$ cat src/verilog/apc_map.svh
// Register offsets, field positions, reset values and source codes for the pin configuration block
`ifndef APC_MAP_SVH
`define APC_MAP_SVH

`define APC_PIN_ONE_CONFIG_OFS 8'h03
`define APC_PIN_TWO_CONFIG_OFS 8'h04

`define APC_SRC_HI 7
`define APC_SRC_LO 4
`define APC_PULL_HI 3
`define APC_PULL_LO 2
`define APC_IBUF_BIT 1
`define APC_DRV_BIT 0

`define APC_PIN_ONE_RESET 8'h05
`define APC_PIN_TWO_RESET 8'h04

`define APC_P1_SRC_POR 4'h0
`define APC_P1_SRC_SW 4'h1
`define APC_P1_SRC_PLL 4'h2
`define APC_P1_SRC_LOS_FIRST 4'h4
`define APC_P1_SRC_LOS_LAST 4'h8
`define APC_P2_SRC_SW 4'h0
`define APC_P2_SRC_ON 4'h1

`define APC_PULL_NONE 2'h0
`define APC_PULL_DOWN 2'h1
`define APC_PULL_UP 2'h2

`define APC_UNMAPPED_READ 8'h00

`endif

$ cat src/verilog/apc_pkg.sv
// Types for the pin configuration block
package apc_pkg;

	typedef struct packed {
		logic [7:0] cfg_one;
		logic [7:0] cfg_two;
		logic [7:0] rdata;
		logic rvalid;
		logic p1_out;
		logic p1_drive_en;
		logic p1_pull_up;
		logic p1_pull_down;
		logic p1_in_buf_en;
		logic p2_out;
		logic p2_drive_en;
	} apc_state_type;

endpackage

$ cat src/verilog/apc_pin_config.sv
// Configuration logic for auxiliary pins one and two
`timescale 1ns/1ns
`include "apc_map.svh"

// Overview of operation
// - Pin one source select bits 7:4, reset 0000; POR, software, PLL lock, lane losses.
// - Pin one pull control bits 3:2, reset 01; none, pulldown, pullup, 11 reserved.
// - Pin one bit 1 enables the input buffer; resets to 0.
// - Pin one bit 0 enables the output driver; resets to 1, else high impedance.
// - Pin two source select bits 7:4, reset 0000; software value or constant active.
module apc_pin_config #(
	parameter int LANES = 5
) (
	input wire logic clk_sys,
	input wire logic rst_b,
	input wire logic clk_en,
	input wire logic [7:0] reg_addr,
	input wire logic reg_wr,
	input wire logic [7:0] reg_wdata,
	input wire logic reg_rd,
	output logic [7:0] reg_rdata,
	output logic reg_rdata_valid,
	input wire logic por_active,
	input wire logic pll_lock,
	input wire logic [LANES-1:0] lane_signal_loss,
	input wire logic sw_output_value,
	output logic pin_one_out,
	output logic pin_one_drive_en,
	output logic pin_one_pull_up,
	output logic pin_one_pull_down,
	output logic pin_one_in_buf_en,
	output logic pin_two_out,
	output logic pin_two_drive_en
);
	import apc_pkg::*;

	apc_state_type state;
	apc_state_type next_state;
	logic [3:0] src_one;
	logic [3:0] src_two;
	logic [1:0] pull_one;

	assign src_one = state.cfg_one[`APC_SRC_HI:`APC_SRC_LO];
	assign src_two = state.cfg_two[`APC_SRC_HI:`APC_SRC_LO];
	assign pull_one = state.cfg_one[`APC_PULL_HI:`APC_PULL_LO];

	always_comb begin
		next_state = state;
		next_state.rvalid = 1'b0;
		// Register writes
		if (reg_wr && reg_addr == `APC_PIN_ONE_CONFIG_OFS) begin
			next_state.cfg_one = reg_wdata;
		end
		if (reg_wr && reg_addr == `APC_PIN_TWO_CONFIG_OFS) begin
			next_state.cfg_two = reg_wdata;
		end
		// Register reads
		if (reg_rd) begin
			next_state.rvalid = 1'b1;
			case (reg_addr)
				`APC_PIN_ONE_CONFIG_OFS: begin
					next_state.rdata = state.cfg_one;
				end
				`APC_PIN_TWO_CONFIG_OFS: begin
					next_state.rdata = state.cfg_two;
				end
				default: begin
					next_state.rdata = `APC_UNMAPPED_READ;
				end
			endcase
		end
		// Pin one source
		case (src_one)
			`APC_P1_SRC_POR: begin
				next_state.p1_out = por_active;
			end
			`APC_P1_SRC_SW: begin
				next_state.p1_out = sw_output_value;
			end
			`APC_P1_SRC_PLL: begin
				next_state.p1_out = pll_lock;
			end
			default: begin
				if (src_one >= `APC_P1_SRC_LOS_FIRST && src_one <= `APC_P1_SRC_LOS_LAST) begin
					next_state.p1_out = lane_signal_loss[3'(src_one - `APC_P1_SRC_LOS_FIRST)];
				end else begin
					next_state.p1_out = 1'b0;
				end
			end
		endcase
		// Pin one pad controls
		next_state.p1_pull_down = (pull_one == `APC_PULL_DOWN);
		next_state.p1_pull_up = (pull_one == `APC_PULL_UP);
		next_state.p1_in_buf_en = state.cfg_one[`APC_IBUF_BIT];
		next_state.p1_drive_en = state.cfg_one[`APC_DRV_BIT];
		// Pin two source
		case (src_two)
			`APC_P2_SRC_SW: begin
				next_state.p2_out = sw_output_value;
			end
			`APC_P2_SRC_ON: begin
				next_state.p2_out = 1'b1;
			end
			default: begin
				next_state.p2_out = 1'b0;
			end
		endcase
		next_state.p2_drive_en = state.cfg_two[`APC_DRV_BIT];
	end

	always_ff @(posedge clk_sys or negedge rst_b) begin
		if (!rst_b) begin
			state <= '0;
			state.cfg_one <= `APC_PIN_ONE_RESET;
			state.cfg_two <= `APC_PIN_TWO_RESET;
			state.p1_drive_en <= 1'b1;
			state.p1_pull_down <= 1'b1;
		end else if (clk_en) begin
			state <= next_state;
		end
	end

	assign reg_rdata = state.rdata;
	assign reg_rdata_valid = state.rvalid;
	assign pin_one_out = state.p1_out;
	assign pin_one_drive_en = state.p1_drive_en;
	assign pin_one_pull_up = state.p1_pull_up;
	assign pin_one_pull_down = state.p1_pull_down;
	assign pin_one_in_buf_en = state.p1_in_buf_en;
	assign pin_two_out = state.p2_out;
	assign pin_two_drive_en = state.p2_drive_en;

	// One routing check per lane
	for (genvar g = 0; g < LANES; g++) begin : g_lane_route

	end
endmodule

$ cat config.mk
export PLATFORM = sky130hd
export DESIGN_NAME = apc_pin_config
export DESIGN_NICKNAME = d
export VERILOG_FILES = /design/src/verilog/apc_pkg.sv /design/src/verilog/apc_pin_config.sv
export VERILOG_INCLUDE_DIRS = /design/src /design/src/verilog
export SDC_FILE = /design/constraint.sdc
export NUM_CORES = 1
export LEC_CHECK = 0
export BUFFER_PORTS_ARGS = -buffer_cell sky130_fd_sc_hd__buf_4
export CORE_MARGIN = 2
export CORE_UTILIZATION = 45
export CTS_CLUSTER_DIAMETER = 80
export CTS_CLUSTER_SIZE = 24
export DETAILED_ROUTE_END_ITERATION = 6
export PLACE_DENSITY = 0.71
export SYNTH_ARGS = -nofsm -noshare
export SYNTH_HDL_FRONTEND = slang
export SYNTH_SLANG_ARGS = --single-unit
export TNS_END_PERCENT = 1
$ cat constraint.sdc
create_clock -name clk_sys -period 1.9 [get_ports clk_sys]
set_clock_uncertainty 0.2 [all_clocks]
set_input_delay 0.095 -clock clk_sys [delete_from_list [all_inputs] [get_ports clk_sys]]
set_output_delay 0.095 -clock clk_sys [all_outputs]
set_load 0.03 [all_outputs]
== Word-level counts from Yosys, hierarchy flattened ==
Cells that the tools add are included.

* Register bits after elaboration: 32
* Output and inout port bits: 16

* Add/subtract/negate cells: 1
* Order comparisons: 3
* Equal/unequal tests: 7
* Multiplexer cells: 7
* Reduce and logical (&&, ||, !) cells: 8

{| class="wikitable"
|+ Operators with widths
! kind !! count
|-
| $pmux 8 s2 || 1
|-
| $eq 4x1->1 const B || 2
|-
| $eq 8x2->1 const B || 1
|-
| $eq 8x3->1 const B || 1
|-
| $logic_not 4->1 || 2
|-
| $reduce_and 2->1 || 3
|-
| $eq 4x2->1 const B || 1
|-
| $ge 4x3->1 const B || 1
|-
| $le 4x4->1 const B || 1
|-
| $lt 3x4->1 const B || 1
|-
| $bmux 1 s3 || 1
|-
| $logic_and 1x1->1 || 3
|-
| $mux 1 || 3
|-
| $pmux 1 s3 || 1
|-
| $sub 3x3->3 const B || 1
|-
| $eq 2x1->1 const B || 1
|-
| $eq 2x2->1 const B || 1
|-
| $pmux 1 s2 || 1
|}

== Logic depth before layout (Yosys ltp) ==
* Word-level depth: 5
* Depth in mapped cells: 5
* Depth with buffers taken out: 3

== Least setup slack after synthesis ==
OpenSTA, ideal clock, no wires.

* Path kind: input to register
* Start point: in reg_addr[5]
* End point: reg state, in the netlist next_state[0]
* Data arrival time: 1.503 ns
* Data required time: 1.575 ns
* Path slack: 0.072 ns
* Cell stages on the path: 3
* Path through: or4_4 > nor4_4 > mux2_2

* Cells in the longest elaborated chain, start to end: 3

{| class="wikitable"
|+ RTL lines
! element !! RTL line !! text
|-
| start: declaration || apc_pin_config.sv:17 || <nowiki>input wire logic [7:0] reg_addr,</nowiki>
|-
| $eq 8x3->1 || n/a ||
|-
| $logic_and 1x1->1 (no source line) || n/a ||
|-
| $reduce_and 2->1 (no source line) || n/a ||
|-
| end signal: assignment || apc_pin_config.sv:119 || <nowiki>state <= next_state;</nowiki>
|-
| end: declaration || apc_pin_config.sv:37 || <nowiki>apc_state_type state;</nowiki>
|}

No other way between the ends.
A chain may end at the register's enable or synchronous reset.

== Worst setup path in the final report ==
* Start point: in clk_en
* End point: reg state, in the netlist reg_rdata[1]

* Cells in the longest elaborated chain, start to end: 1

{| class="wikitable"
|+ RTL lines
! element !! RTL line !! text
|-
| start: declaration || apc_pin_config.sv:16 || <nowiki>input wire logic clk_en,</nowiki>
|-
| $reduce_and 2->1 (no source line) || n/a ||
|}

No other way between the ends.

==> flow_summary.yaml <==
yosys:
  netlist_instances: 124
  ys_seq_elements: 32
  syn_nets: 153
  synth.avg_cell_area_sq_um: 12.4
  yosys_warnings: 0
  synth.yosys.seq_area_share_pct: 52.3
  synth.distinct_cells: 24
  syn_area_sq_um: 1540
cts:
  h-tree-depth: 2
  clk_pin_slew_worst_paths_ns: 0.10
  clock_latency_ns: 0.32
  cts_resized: 0
  clock-sinks: 32
  numCtsBuffers: 5
  cts_buffer_depth: 2
  cts_tree: "yes"
  root_buffer: "clkbuf_4"
place:
  port_buffers: 44
  hpwlAfterDp_um: 2490
  place.gp.congestion: 0.794
  place_inst: 209
pwr:
  power_frac_clock_pct: 35.9
  peakVddDrop_mv: 0.459
  powerDensity_nw_per_um2: 656
  p_total_w: 0.00138
  power_switching_w: 0.000313
  p_leak_nw: 0.973
  p_int_w: 0.00107
  swShare_pct: 22.6
  p_comb_share_pct: 12.4
  pwr-share-seq_pct: 51.7
critical_path:
  end_kind: "flip-flop"
  crit_required_ns: 1.94
  crit_slowest_cell: "dlygate4sd3_1"
  crit_path_cell_trace: "dlygate4sd3_1, buf_4, nand2_1, or4_1, buf_4, o221ai_2"
  crit_top_cell: "buf_4"
  slowest_delay_ns: 0.53
  crit_type: "primary input to flip-flop"
  critPathMaxFanout: 11
  startpoint_type: "primary input"
  crit_buf_inv: 3
  crit_arrival_ns: 1.78
  crit_family: "buffers and inverters"
floorplanning:
  fp-row-count: 21
  io_pins: 45
  die_h_um: 62.6
  dieArea_sq_um: 3910
  core_area_sq_um: 3310
  initial_core_util_pct: 46.6
  die_width_um: 62.6
final_layout:
  multi_input_area_sq_um: 582
  synthToLayoutAreaGrowth_pct: 36.6
  num_antenna_cells: 0
  fin_cells: 230
  drive_gt1_share_pct: 52.2
  register_area_sq_um: 807
  nNetsFinal: 212
  layout_common_cells: "buf_4 (51), dfrtp_1 (27), mux2_2 (20), inv_1 (19), dlygate4sd3_1 (13)"
  layout.cells.most_common: "buf_4"
  fill_cells: 289
sta:
  finalCriticalPeriod_ns: 1.74
  fmax_mhz: 575
  setup_violations: 0
  slew_viol_final: 0
  relSlewSlack_pct: 74.0
  max_slew.worst_pin.slew_ns: 0.389
  rsz0062_at_grt: "false"
  period_share_pct: 91.5
  finalHoldViolCount: 0
status:
  status: "complete, no violations"
grt:
  grt_busiest_layer: "met2"
  use_met1_pct: 20.7
  grt_use_total_pct: 19.3
  antenna_found_initial: 0
  grt_use_met2_pct: 34.0
  grt_pass1_vias: 1231
  grt_pass1_wl_um: 5710
  grt-ovfl-total: 0
  grt_max_degree: 33
  grt_util_met3_pct: 7.57
job:
  drv_cap: 0
drt:
  vias: 1134
  dr.pass1.iters: 4
  drc: 0
  drt-initial-drc-count: 59
  wl_um: 3330
  ant_nets: 0
  vias_per_cell: 4.93
  wire_per_inst_um: 14.5
hold_path:
  hold_class: "primary input to async pin"
==> per-layer routing <==
layer	vias up	wire (um)
li1	547	-
met1	542	1330
met2	38	1740
met3	7	210
met4	0	52
met5	-	0
==> logic make-up after synthesis <==
kind of cell / synth area share [%]
DFF: 52.3
and+or+nand+nor: 10.2
muxes: 16.1
buffers and inverters: 9.98
AOI/OAI and AO/OA: 11.4
==> repair_timing <==
item,4_1_cts,5_1_grt
hold buffers,13,0
buffers inserted,0,0
endpoints found under the hold margin,56,0
endpoints found under the setup margin,0,0
==> per-stage QoR <==
step	TNS, ns	util [%]	hold WS [ns]	worst slack (ns)	instance area (sq um)
floorplan	0	-	-0.401	0.0722	1540
global placement	-0.0982	57.4	-0.153	-0.0153	1900
detailed placement	-0.346	57.4	-0.147	-0.0477	1900
CTS	0	63.6	0.0335	0.174	2110
global route	0	63.6	0.0443	0.0926	2110
finish	0	63.6	0.0308	0.161	2110
==> flip-flops by register name, indices dropped and copies added (netlist names), 2 cells and up <==
signal      count
next_state      3
pull_one        2
reg_rdata       8
src_one         4
src_two         4
state           3
==> path summary, 6_finish.rpt <==
path / from / to / slack (ns) / cells past startpoint
worst max-delay path: clk_en / reg_rdata[1] / 0.16 / 6
worst min-delay path: rst_b / src_two[0] / 0.03 / 2
worst max register to register: src_two[1] / pin_two_out / 0.27 / 4
worst min register to register: pull_one[1] / pin_one_pull_down / 0.28 / 1
max in group asynchronous: rst_b / pin_one_drive_en / 1.13 / 2
min in group clk_sys: reg_rd / reg_rdata[6] / 0.07 / 5
==> layout make-up <==
type	instances	share of cell area, %
flip-flops and latches	32	38.3
multi-input cells	61	27.6
repair buffers	64	24.3
inverters	19	3.38
well taps	46	2.73
clock buffers	6	1.96
clock inverters	2	1.66
==> power by group through the flow <==
stage / Clock (W) / Combinational, W / Sequential (W)
2_1_floorplan: 0 / 0.0000450 / 0.000743
3_3_place_gp: 0 / 0.000146 / 0.000727
3_5_place_dp: 0 / 0.000150 / 0.000728
4_1_cts: 0.000511 / 0.000173 / 0.000715
5_1_grt: 0.000543 / 0.000187 / 0.000718
6_report: 0.000496 / 0.000171 / 0.000715
==> cell usage after synthesis (all sizes together) <==
master  count  area share (%)
or4         3             1.7
dfstp       5             8.5
mux2       20              15
clkbuf      2            0.49
or3b        1            0.57
mux4        1             1.5
o31ai       2            0.97
o221ai      8             7.8
dfrtp      27              44
nor2b       1            0.41
o21ai       2            0.65
nor4        2             2.8
a221oi      1            0.57
o211ai      1            0.49
nor4b       1            0.57
nor3        1            0.32
buf        10             4.9
nor2        2            0.49
a31oi       1            0.41
inv        19             4.6
o41ai       1            0.57
nand2      12             2.9
nand3b      1            0.49
No activity file was read; power rests on OpenSTA's default activity.
